**config.mk**
```make
export PLATFORM = sky130hd
export DESIGN_NAME = fcsu_host
export DESIGN_NICKNAME = d
export VERILOG_FILES = /design/src/logic/fcsu_host.v /design/src/logic/fcsu_bus_cycle.v
export VERILOG_INCLUDE_DIRS = /design/src /design/src/inc
export SDC_FILE = /design/constraint.sdc
export NUM_CORES = 1
export LEC_CHECK = 0
export BUFFER_PORTS_ARGS = -buffer_cell sky130_fd_sc_hd__buf_2
export CORE_MARGIN = 2
export CORE_UTILIZATION = 55
export CTS_CLUSTER_DIAMETER = 30
export DETAILED_ROUTE_END_ITERATION = 8
export GPL_TIMING_DRIVEN = 0
export PLACE_DENSITY = 0.79
export SYNTH_ARGS = -nofsm -noshare
export SYNTH_HDL_FRONTEND = slang
export SYNTH_HIERARCHICAL = 1
export SYNTH_SLANG_ARGS = --single-unit
```
**constraint.sdc**
```tcl
create_clock -name mclk -period 2.4 [get_ports mclk]
set_input_delay 0.12 -clock mclk [delete_from_list [all_inputs] [get_ports mclk]]
set_output_delay 0.12 -clock mclk [all_outputs]
set_load 0.02 [all_outputs]
```
**src/inc/fcsu_consts.vh**
```
// Constants of the flash command host controller
`ifndef FCSU_CONSTS_VH
`define FCSU_CONSTS_VH
`define FCSU_CMD_READ_ARRAY 8'hFF
`define FCSU_CMD_IDENT 8'h90
`define FCSU_CMD_READ_STATUS 8'h70
`define FCSU_CMD_CLEAR_STATUS 8'h50
`define FCSU_CMD_ERASE_SETUP 8'h20
`define FCSU_CMD_CONFIRM 8'hD0
`define FCSU_CMD_SUSPEND 8'hB0
`define FCSU_CMD_WRITE_SETUP 8'h40
`define FCSU_CMD_WRITE_SETUP_ALT 8'h10
`define FCSU_ADDR_MFR 20'h00000
`define FCSU_ADDR_DEV 20'h00001
`define FCSU_SR_READY 7
`define FCSU_SR_PAUSED 6
`define FCSU_SR_ERASE_ERR 5
`define FCSU_SR_WRITE_ERR 4
`define FCSU_SR_SUPPLY_LOW 3
`define FCSU_SR_USED_MASK 8'hF8
`define FCSU_REG_CTRL 12'h000
`define FCSU_REG_ADDR 12'h004
`define FCSU_REG_WDATA 12'h008
`define FCSU_REG_STATUS 12'h00C
`define FCSU_REG_RDATA 12'h010
`define FCSU_OP_NONE 3'h0
`define FCSU_OP_CMD 3'h1
`define FCSU_OP_READ 3'h2
`define FCSU_OP_PROGRAM 3'h3
`define FCSU_OP_ERASE 3'h4
`define FCSU_OP_POLL 3'h5
`define FCSU_STROBE_CYCLES 4'h4
`define FCSU_GAP_CYCLES 4'h2
`endif

```
**src/logic/fcsu_host.v**
```verilog
// APB-driven host controller for a byte-wide flash command interface
`timescale 1ns/1ps
`default_nettype none
`include "fcsu_consts.vh"
module fcsu_host (
  input wire mclk,
  input wire rstn,
  input wire psel,
  input wire penable,
  input wire pwrite,
  input wire [11:0] paddr,
  input wire [31:0] pwdata,
  output reg [31:0] prdata,
  output wire pready,
  output wire pslverr,
  input wire [7:0] dqIn,
  output wire [7:0] dqOut,
  output wire dqOe,
  output wire [19:0] flashAddr,
  output wire chipSelectN,
  output wire writeStrobeN,
  output wire outputEnableN,
  output reg powerdown_reset_n,
  input wire ready_busy_n
);
  localparam S_IDLE = 3'd0;
  localparam S_FIRST = 3'd1;
  localparam S_SECOND = 3'd2;
  localparam S_POLLCMD = 3'd3;
  localparam S_POLL = 3'd4;
  localparam S_DONE = 3'd5;

  reg [2:0] state_q;
  reg [2:0] op_q;
  reg [7:0] cmd_q;
  reg [19:0] addr_q;
  reg [7:0] wdata_q;
  reg [7:0] rdata_q;
  reg [7:0] status_q;
  reg doneFlag_q;
  reg cmdError_q;
  reg rbSync1_q;
  reg rbSync2_q;
  reg cycStart;
  reg cycWrite;
  reg [19:0] cycAddr;
  reg [7:0] cycData;
  wire cycBusy;
  wire cycDone;
  wire [7:0] cycRdata;

  wire apbWrite = psel & penable & pwrite;
  wire ctrlGo = apbWrite & (paddr == `FCSU_REG_CTRL) & (state_q == S_IDLE);
  wire [2:0] goOp = pwdata[2:0];
  // Command bytes outside the defined set, and the erase and write setup bytes, are refused here rather than sent
  wire cmdLegal = (pwdata[15:8] == `FCSU_CMD_READ_ARRAY) | (pwdata[15:8] == `FCSU_CMD_IDENT)
    | (pwdata[15:8] == `FCSU_CMD_READ_STATUS) | (pwdata[15:8] == `FCSU_CMD_CLEAR_STATUS)
    | (pwdata[15:8] == `FCSU_CMD_CONFIRM) | (pwdata[15:8] == `FCSU_CMD_SUSPEND);
  // A seen supply-low flag blocks write and erase until software clears status
  wire supplyLowSeen = status_q[`FCSU_SR_SUPPLY_LOW];
  wire goOk = (goOp == `FCSU_OP_CMD) ? cmdLegal :
    ((goOp == `FCSU_OP_READ) | (goOp == `FCSU_OP_POLL)
    | (((goOp == `FCSU_OP_PROGRAM) | (goOp == `FCSU_OP_ERASE)) & ~supplyLowSeen));
  wire opIsProgram = (op_q == `FCSU_OP_PROGRAM);
  wire opIsErase = (op_q == `FCSU_OP_ERASE);

  assign pready = 1'b1;
  assign pslverr = 1'b0;

  always @(posedge mclk or negedge rstn) begin
    if (!rstn) begin
      rbSync1_q <= 1'b1;
      rbSync2_q <= 1'b1;
    end else begin
      rbSync1_q <= ready_busy_n;
      rbSync2_q <= rbSync1_q;
    end
  end

  always @* begin
    cycStart = 1'b0;
    cycWrite = 1'b1;
    cycAddr = addr_q;
    cycData = cmd_q;
    case (state_q)
      S_FIRST: begin
        cycStart = ~cycBusy;
        cycWrite = (op_q != `FCSU_OP_READ);
        if (opIsProgram) begin
          cycData = `FCSU_CMD_WRITE_SETUP;
        end else if (opIsErase) begin
          cycData = `FCSU_CMD_ERASE_SETUP;
        end else if (op_q == `FCSU_OP_POLL) begin
          cycData = `FCSU_CMD_READ_STATUS;
        end
      end
      S_SECOND: begin
        cycStart = ~cycBusy;
        cycData = opIsProgram ? wdata_q : `FCSU_CMD_CONFIRM;
      end
      S_POLL: begin
        // Fresh cycle per read so the status latch updates
        cycStart = ~cycBusy;
        cycWrite = 1'b0;
      end
      default: begin
        cycStart = 1'b0;
      end
    endcase
  end

  always @(posedge mclk or negedge rstn) begin
    if (!rstn) begin
      state_q <= S_IDLE;
      op_q <= `FCSU_OP_NONE;
      cmd_q <= 8'h00;
      addr_q <= 20'h00000;
      wdata_q <= 8'h00;
      rdata_q <= 8'h00;
      status_q <= 8'h00;
      doneFlag_q <= 1'b0;
      cmdError_q <= 1'b0;
      powerdown_reset_n <= 1'b0;
    end else begin
      if (apbWrite & (paddr == `FCSU_REG_ADDR)) begin
        addr_q <= pwdata[19:0];
      end
      if (apbWrite & (paddr == `FCSU_REG_WDATA)) begin
        wdata_q <= pwdata[7:0];
      end
      if (apbWrite & (paddr == `FCSU_REG_CTRL)) begin
        // Holding powerdown low returns the device to array read and clean status
        powerdown_reset_n <= pwdata[31];
      end
      case (state_q)
        S_IDLE: begin
          if (ctrlGo & pwdata[31] & (goOp != `FCSU_OP_NONE)) begin
            if (goOk) begin
              if ((goOp == `FCSU_OP_CMD) & (pwdata[15:8] == `FCSU_CMD_CLEAR_STATUS)) begin
                status_q <= 8'h00;
              end
              op_q <= goOp;
              cmd_q <= pwdata[15:8];
              doneFlag_q <= 1'b0;
              cmdError_q <= 1'b0;
              state_q <= S_FIRST;
            end else begin
              cmdError_q <= 1'b1;
            end
          end
        end
        S_FIRST: begin
          if (cycDone) begin
            if (op_q == `FCSU_OP_READ) begin
              rdata_q <= cycRdata;
              state_q <= S_DONE;
            end else if (opIsProgram | opIsErase) begin
              state_q <= S_SECOND;
            end else if (op_q == `FCSU_OP_POLL) begin
              state_q <= S_POLL;
            end else begin
              state_q <= S_DONE;
            end
          end
        end
        S_SECOND: begin
          if (cycDone) begin
            state_q <= S_POLL;
          end
        end
        S_POLL: begin
          if (cycDone) begin
            status_q <= cycRdata & `FCSU_SR_USED_MASK;
            // Error bits are only trusted once the machine reports ready
            if (cycRdata[`FCSU_SR_READY] & rbSync2_q) begin
              state_q <= S_DONE;
            end
          end
        end
        S_DONE: begin
          doneFlag_q <= 1'b1;
          state_q <= S_IDLE;
        end
        default: state_q <= S_IDLE;
      endcase
    end
  end

  always @* begin
    prdata = 32'h00000000;
    case (paddr)
      `FCSU_REG_CTRL: prdata = {powerdown_reset_n, 23'h000000, cmd_q};
      `FCSU_REG_ADDR: prdata = {12'h000, addr_q};
      `FCSU_REG_WDATA: prdata = {24'h000000, wdata_q};
      `FCSU_REG_STATUS: prdata = {20'h00000, rbSync2_q, cmdError_q, doneFlag_q,
        (state_q != S_IDLE), status_q[7:3], 3'h0};
      `FCSU_REG_RDATA: prdata = {24'h000000, rdata_q};
      default: prdata = 32'h00000000;
    endcase
  end

  fcsu_bus_cycle u_cycle (
    .mclk(mclk),
    .rstn(rstn),
    .start(cycStart),
    .isWrite(cycWrite),
    .addr(cycAddr),
    .wdata(cycData),
    .dqIn(dqIn),
    .busy(cycBusy),
    .done(cycDone),
    .rdata(cycRdata),
    .flashAddr(flashAddr),
    .dqOut(dqOut),
    .dqOe(dqOe),
    .chipSelectN(chipSelectN),
    .writeStrobeN(writeStrobeN),
    .outputEnableN(outputEnableN)
  );
endmodule // fcsu_host
`default_nettype wire

```
**src/logic/fcsu_bus_cycle.v**
```verilog
// One strobe cycle on the flash pins: a command write or a read
`timescale 1ns/1ps
`default_nettype none
`include "fcsu_consts.vh"
module fcsu_bus_cycle (
  input wire mclk,
  input wire rstn,
  input wire start,
  input wire isWrite,
  input wire [19:0] addr,
  input wire [7:0] wdata,
  input wire [7:0] dqIn,
  output wire busy,
  output reg done,
  output reg [7:0] rdata,
  output reg [19:0] flashAddr,
  output reg [7:0] dqOut,
  output reg dqOe,
  output reg chipSelectN,
  output reg writeStrobeN,
  output reg outputEnableN
);
  localparam S_IDLE = 2'd0;
  localparam S_STROBE = 2'd1;
  localparam S_GAP = 2'd2;
  reg [1:0] state_q;
  reg [3:0] cnt_q;
  reg wr_q;
  reg [7:0] dqSync1_q;
  reg [7:0] dqSync2_q;
  // Busy covers the done cycle too, so a caller cannot restart before it has seen done
  assign busy = (state_q != S_IDLE) | done;
  always @(posedge mclk or negedge rstn) begin
    if (!rstn) begin
      dqSync1_q <= 8'h00;
      dqSync2_q <= 8'h00;
    end else begin
      dqSync1_q <= dqIn;
      dqSync2_q <= dqSync1_q;
    end
  end
  always @(posedge mclk or negedge rstn) begin
    if (!rstn) begin
      state_q <= S_IDLE;
      cnt_q <= 4'h0;
      wr_q <= 1'b0;
      done <= 1'b0;
      rdata <= 8'h00;
      flashAddr <= 20'h00000;
      dqOut <= 8'h00;
      dqOe <= 1'b0;
      chipSelectN <= 1'b1;
      writeStrobeN <= 1'b1;
      outputEnableN <= 1'b1;
    end else begin
      done <= 1'b0;
      case (state_q)
        S_IDLE: begin
          if (start) begin
            state_q <= S_STROBE;
            cnt_q <= `FCSU_STROBE_CYCLES;
            wr_q <= isWrite;
            flashAddr <= addr;
            dqOut <= wdata;
            dqOe <= isWrite;
            chipSelectN <= 1'b0;
            writeStrobeN <= ~isWrite;
            outputEnableN <= isWrite;
          end
        end
        S_STROBE: begin
          if (cnt_q == 4'h0) begin
            // Rising strobe latches address and data; read data sampled before release.
            // Select stays low one more cycle so the rising write strobe still sees it.
            writeStrobeN <= 1'b1;
            outputEnableN <= 1'b1;
            if (!wr_q) begin
              rdata <= dqSync2_q;
            end
            state_q <= S_GAP;
            cnt_q <= `FCSU_GAP_CYCLES;
          end else begin
            cnt_q <= cnt_q - 4'h1;
          end
        end
        S_GAP: begin
          dqOe <= 1'b0;
          chipSelectN <= 1'b1;
          if (cnt_q == 4'h0) begin
            state_q <= S_IDLE;
            done <= 1'b1;
          end else begin
            cnt_q <= cnt_q - 4'h1;
          end
        end
        default: state_q <= S_IDLE;
      endcase
    end
  end
endmodule // fcsu_bus_cycle
`default_nettype wire

```
==> key figures, run 1 <==
Place
  • Placed cells: 714
  • Hpwl dp: 9.46 mm
  • IO Port Bufs: 100
  • RD Place Congestion: 0.895
  • Area after DPL: 6560 µm²

STA
  • Slew HR: 0.452
  • RSZ-0062 raised after global routing: no
  • TNS Setup: 0 ps
  • Worst slew pin tran: 816 ps
  • Tcrit/Tclk final: 0.946
  • Fin. max-slew vios: 0
  • Fmax: 440 MHz
  • Clock skew: 5.37 ps
  • Final setup vio count: 0
  • Hold Fails Final Rpt: 0
  • Fin crit period: 2270 ps

Floorplan
  • Rows: 37
  • Initial Util: 0.566
  • Die Area: 11400 µm²
  • CORE AREA: 10300 µm²
  • I/O pins: 125
  • Die width: 107 µm
  • Die Y-Extent: 107 µm

Global route
  • Largest net degree at the start of global routing: 71
  • Vias in the first global route: 4412
  • Global route overflow: 0
  • First-pass GRT wire length: 21.6 mm
  • Total GRT Usage: 0.246
  • Initial antenna violation count: 0

Logic synthesis
  • Seq/Total Area, Yosys: 0.535
  • Synth area leaders: dfrtp_1 (51%), mux2_2 (15%), mux2i_1 (2.9%), mux2_4 (2.3%), dfstp_2 (2.3%)
  • Synth warn: 6
  • Synthesized instance count: 466
  • Synth cell count leaders: dfrtp_1 (119), mux2_2 (76), nor2_1 (30)
  • Dominant cell by count in the synthesized netlist: dfrtp_1
  • Cell Area, Synth: 5820 µm²
  • Area leader, netlist: dfrtp_1
  • Asr flop ratio synth: 1.00
  • Yosys cell types: 63
  • Top-area cell type share of the netlist area: 0.512
  • Main synth FF type: dfrtp_1
  • Post-Syn Area per Cell: 12.5 µm²
  • Post-synth EDFFs: 0
  • Synth Register Bits: 124

Drt
  • Post-route ant nets: 0
  • DRT Pass-1 Iters: 4
  • Via count: 4279
  • Initial DRC Count: 275
  • DR vias/cell: 5.51
  • DR WL/cell: 17.4 µm
  • Drt total wl: 13.5 mm
  • DRC errors left: 0

Setup path
  • Crit path depth: 8
  • CP Launch Type: flip-flop
  • Cell chain of the critical path: buf_2 -> and2b_1 -> and2b_2 -> nor2_1 -> nor2_4 -> nand2_1 -> buf_2 -> mux2_2
  • Crit path launch: state_q[0]
  • CP Capture Type: flip-flop
  • Crit path buf inv count: 2
  • Worst path slowest cell: mux2_2
  • Delay-heaviest family, CP: simple AND/OR/NAND/NOR gates
  • WP data required: 2800 ps
  • Most Frequent Cell on Critical Path: buf_2
  • Last element of the critical path: u_cycle/flashAddr[2]
  • Reg-to-Reg Start: state_q[0]
  • CP Max Fanout: 10
  • Arr. time, crit path: 2670 ps
  • Setup Crit Path Kind: reg -> reg
  • Worst reg2reg path depth: 8
  • Crit path largest cell delay: 390 ps
  • R2r setup slk: 130 ps
  • RR Endpoint: u_cycle/flashAddr[2]

Power and ir drop
  • Final Power: 6.05 mW
  • Leak Pwr: 3.73 nW
  • Worst IR drop on VDD: 0.441 mV
  • Pwr dens: 815 nW/µm²

Status
  • Status: completed

Layout
  • Proportion of layout cells with a drive suffix above 1: 0.417
  • Antenna cells: 0
  • Nets@finish: 692
  • Final Instance Area: 7420 µm²
  • Layout area overhead: 27.6%
  • Post-Layout Cell Count: 777

Clocking
  • Register clock-pin slew on the reported worst setup and hold paths: 60 ps
  • CTS buffer count: 17
  • Clock Latency Late Sink: 510 ps
  • Setup bufs post-CTS: 0
  • Clk buf depth: 2
  • # H-tree levels: 4
  • CTS tree: built
  • Root buffer cell: clkbuf_8
  • Clock sinks: 124

Hold path
  • Worst Hold Class: in -> async

Run
  • Max-Cap Viols: 0
## power breakdown
part,total (mW),internal [mW],leakage (nW),switching [mW]
registers,2.40,2.27,1.65,0.130
logic,1.40,0.614,1.83,0.791
clock network,2.25,1.28,0.251,0.971
## worst register-to-register path, stage by stage (launching register included)
cell,delay (ps)
dfrtp_1,380
buf_2,180
and2b_1,220
and2b_2,250
nor2_1,200
nor2_4,80
nand2_1,120
buf_2,350
mux2_2,390
## cells by family after synthesis
group,after synthesis,synth area share
other cells,2,0.00129
compound gates,72,0.0918
simple gates,116,0.112
buf+inv,41,0.0428
fa+ha+maj,6,0.0129
mux,102,0.200
flops,124,0.535
xor+xnor,3,0.00452
## through the flow
step,hold WS [ps],setup slack [ps],utilization
finish,112,129,0.722
global route,159,44.0,0.722
CTS,118,55.4,0.721
detailed placement,115,-45.1,0.639
global placement,226,-277,0.635
floorplan,-176,233,-
## state kept, by name, indices dropped and copies added (netlist names), 2 cells and up
name               cells
addr_q                20
cmd_q                  8
op_q                   3
rdata_q                8
state_q                3
status_q               5
u_cycle/cnt_q          4
u_cycle/dqOut          8
u_cycle/dqSync1_q      8
u_cycle/dqSync2_q      8
u_cycle/flashAddr     20
u_cycle/rdata          8
u_cycle/state_q        2
wdata_q                8
## what timing repair did
item | 4_1_cts | 5_1_grt
endpoints found under the setup margin | 1 | 11
resized for setup | 1 | 5
hold endpoints to repair | 104 | 0
hold buffers | 31 | 0
## cell type report
class | instances | area, µm²
Sequential cell | 124 | 3110
Fill cell | 734 | 2860
Multi-Input combinational cell | 312 | 2510
Timing Repair Buffer | 132 | 845
Clock buffer | 17 | 414
Buffer | 33 | 220
Tap cell | 136 | 170
Clock inverter | 15 | 119
Inverter | 8 | 30.0
## cells in the final DEF (no fill, tap or decap), drive strengths merged, types with 6 or more instances in the layout
cell / n
and2: 9
clkinv: 8
nand2: 16
buf: 129
a21oi: 14
mux2: 85
nor2: 30
ha: 6
mux2i: 17
o22a: 8
nor2b: 6
nor3: 8
o21ai: 16
inv: 11
conb: 13
dfrtp: 119
clkbuf: 22
nand2b: 7
dlygate4sd3: 31
a22o: 10
nand3: 9
## routing by layer
| layer | up-vias | GRT usage | wire length [µm] |
|---|---|---|---|
| met5 | - | 0 | 0 |
| met4 | 0 | 0.118 | 286 |
| met3 | 28 | 0.0456 | 693 |
| met2 | 139 | 0.415 | 6830 |
| met1 | 2124 | 0.305 | 5710 |
| li1 | 1988 | - | - |
## worst min path at each step
stage / startpoint / endpoint / slack, ps / cells past startpoint
3_5_place_dp: rstn / u_cycle/flashAddr[8] / 120 / 1
6_report: rstn / u_cycle/flashAddr[8] / 110 / 2
3_3_place_gp: ready_busy_n / rbSync1_q / 230 / 1
2_1_floorplan: rstn / addr_q[0] / -180 / 0
4_1_cts: rstn / u_cycle/flashAddr[8] / 120 / 2
5_1_grt: rstn / u_cycle/flashAddr[8] / 160 / 2
No activity file was read; power rests on OpenSTA's default activity.
==> run 2: changes to the inputs <==
--- a/config.mk
+++ b/config.mk
@@ -14,4 +14,5 @@
 export GPL_TIMING_DRIVEN = 0
 export PLACE_DENSITY = 0.79
+export REMOVE_ABC_BUFFERS = 1
 export SYNTH_ARGS = -nofsm -noshare
 export SYNTH_HDL_FRONTEND = slang
==> constraint.sdc (replaced) <==
create_clock -name mclk -period 2.4 [get_ports mclk]
set_input_delay 0.24 -clock mclk [delete_from_list [all_inputs] [get_ports mclk]]
set_output_delay 0.24 -clock mclk [all_outputs]
set_load 0.02 [all_outputs]
==> run 2 against run 1 <==
  * Sequential cell count unchanged
  * Sequential power about the same
  * Cell area down 1.3%
  * Wire length down 0.24%
  * Non-clock buffer count shrank 33
  * Utilization decreased by 0.95 points
  * Power up 7.5%
  * Die area did not move
  * Sequential share of layout area is 0.56 points higher
  * Global-route usage rose by 0.28 points
==> key figures, run 2 (same netlist as run 1, synthesis figures left out) <==
Drt
  • DR WL/cell: 18.1 µm
  • DRT Pass-1 Iters: 4
  • Drt total wl: 13.5 mm
  • Initial DRC Count: 236
  • DR vias/cell: 5.68
  • DRC errors left: 0
  • Via count: 4226
  • Post-route ant nets: 0

STA
  • Fmax: 439 MHz
  • Hold Fails Final Rpt: 0
  • Final setup vio count: 0
  • Slew HR: 0.421
  • Fin crit period: 2280 ps
  • Fin. max-slew vios: 0
  • RSZ-0062 raised after global routing: no
  • Worst slew pin tran: 866 ps
  • Hold_ws: 26.7 ps
  • Tcrit/Tclk final: 0.950
  • Clock skew: 9.97 ps

Floorplan
  • I/O pins: 125
  • Initial Util: 0.566
  • Die width: 107 µm
  • CORE AREA: 10300 µm²
  • Die Y-Extent: 107 µm
  • Rows: 37
  • Die Area: 11400 µm²

Clocking
  • Clk buf depth: 2
  • Clock Latency Late Sink: 530 ps
  • CTS buffer count: 17
  • CTS tree: built
  • # H-tree levels: 4
  • Clock sinks: 124
  • Root buffer cell: clkbuf_8
  • Register clock-pin slew on the reported worst setup and hold paths: 60 ps

Setup path
  • R2r setup slk: 120 ps
  • Reg-to-Reg Start: state_q[1]
  • Worst path slowest cell: dfrtp_1
  • CP Max Fanout: 10
  • CP Launch Type: flip-flop
  • CP Capture Type: flip-flop
  • WP data required: 2810 ps
  • Setup Crit Path Kind: reg -> reg
  • Worst reg2reg path depth: 7
  • Arr. time, crit path: 2690 ps
  • RR Endpoint: u_cycle/cnt_q[2]
  • Cell chain of the critical path: and2b_1 -> and2b_2 -> nor2_1 -> nor2_4 -> nor2b_4 -> a211o_1 -> mux2_4
  • Crit path largest cell delay: 500 ps

Global route
  • First-pass GRT wire length: 21.4 mm
  • Global route overflow: 0
  • Vias in the first global route: 4241
  • Initial antenna violation count: 0
  • Largest net degree at the start of global routing: 102
  • Total GRT Usage: 0.249

Layout
  • Antenna cells: 0
  • Commonest cells after routing, fill and taps aside: dfrtp_1 (119), buf_2 (99), mux2_2 (76)
  • Commonest non-fill, non-tap cell in the layout: dfrtp_1
  • Layout area overhead: 25.9%
  • Nets@finish: 659
  • Largest regs: addr_q x20, u_cycle/flashAddr x20
  • Proportion of layout cells with a drive suffix above 1: 0.408

Hold path
  • Worst Hold Class: in -> reg
  • Hold Path Origin: pwdata[11]
  • WHS Path Cells: 2
  • Hold path endpoint: cmd_q[3]

Power and ir drop
  • Pwr dens: 888 nW/µm²
  • Final Power: 6.50 mW
  • Leak Pwr: 3.65 nW
  • Worst IR drop on VDD: 0.761 mV

Place
  • RD Place Congestion: 0.873
  • Hpwl dp: 8.84 mm
  • IO Port Bufs: 100

Status
  • Status: completed

Run
  • Max-Cap Viols: 0
## run 2: cell types whose count changed in the layout (fill, tap and decap cells not counted), sizes merged
cell / delta
clkinv: -6
buf: -21
inv: -3
clkbuf: -1
dlygate4sd3: -7
bufinv: +5
## run 2: metal layers
layer / global-route usage / vias up / wire, µm
met3: 0.0675 / 25 / 745
met2: 0.406 / 161 / 6860
met4: 0.102 / 0 / 270
met5: 0 / - / 0
met1: 0.314 / 2114 / 5610
li1: - / 1926 / -
## run 2: final cells by class
type | instances | area, µm²
Multi-Input combinational cell | 312 | 2540
Sequential cell | 124 | 3110
Fill cell | 690 | 2950
Clock buffer | 21 | 449
Inverter | 8 | 30.0
Clock inverter | 11 | 190
Tap cell | 136 | 170
Timing Repair Buffer | 132 | 835
## run 2: critical path, delay by kind of cell, from the launching register on
family | cells | cell delay [ps]
simple gates | 5 | 1010
flops | 1 | 500
mux | 1 | 310
compound gates | 1 | 350
## run 2: repair_timing
action	CTS	global route
gates resized for setup	5	4
buffers inserted	6	0
endpoints found under the hold margin	151	0
pin swaps	2	0
setup endpoints to repair	61	49
hold buffers	24	0
## run 2: stage by stage
stage	setup WS [ps]	utilization	setup TNS, ps	area, µm²	instances
2_1_floorplan	-21.7	-	-21.7	5640	444
3_3_place_gp	-923	0.614	-83120	6310	680
3_5_place_dp	-661	0.619	-26810	6360	682
4_1_cts	15.4	0.711	0	7300	744
5_1_grt	42.0	0.713	0	7320	744
6_report	121	0.713	0	7320	744
## run 2: where the power goes
part / switching [mW] / internal, mW / total, mW
registers: 0.148 / 2.27 / 2.41
clock network: 0.906 / 1.84 / 2.75
logic: 0.784 / 0.556 / 1.34
## run 2: worst max path at each step
stage / startpoint / end
4_1_cts: state_q[1] / u_cycle/outputEnableN
3_3_place_gp: paddr[4] / addr_q[11]
2_1_floorplan: state_q[1] / u_cycle/outputEnableN
5_1_grt: state_q[1] / u_cycle/cnt_q[2]
3_5_place_dp: state_q[1] / u_cycle/outputEnableN
6_report: state_q[1] / u_cycle/cnt_q[2]
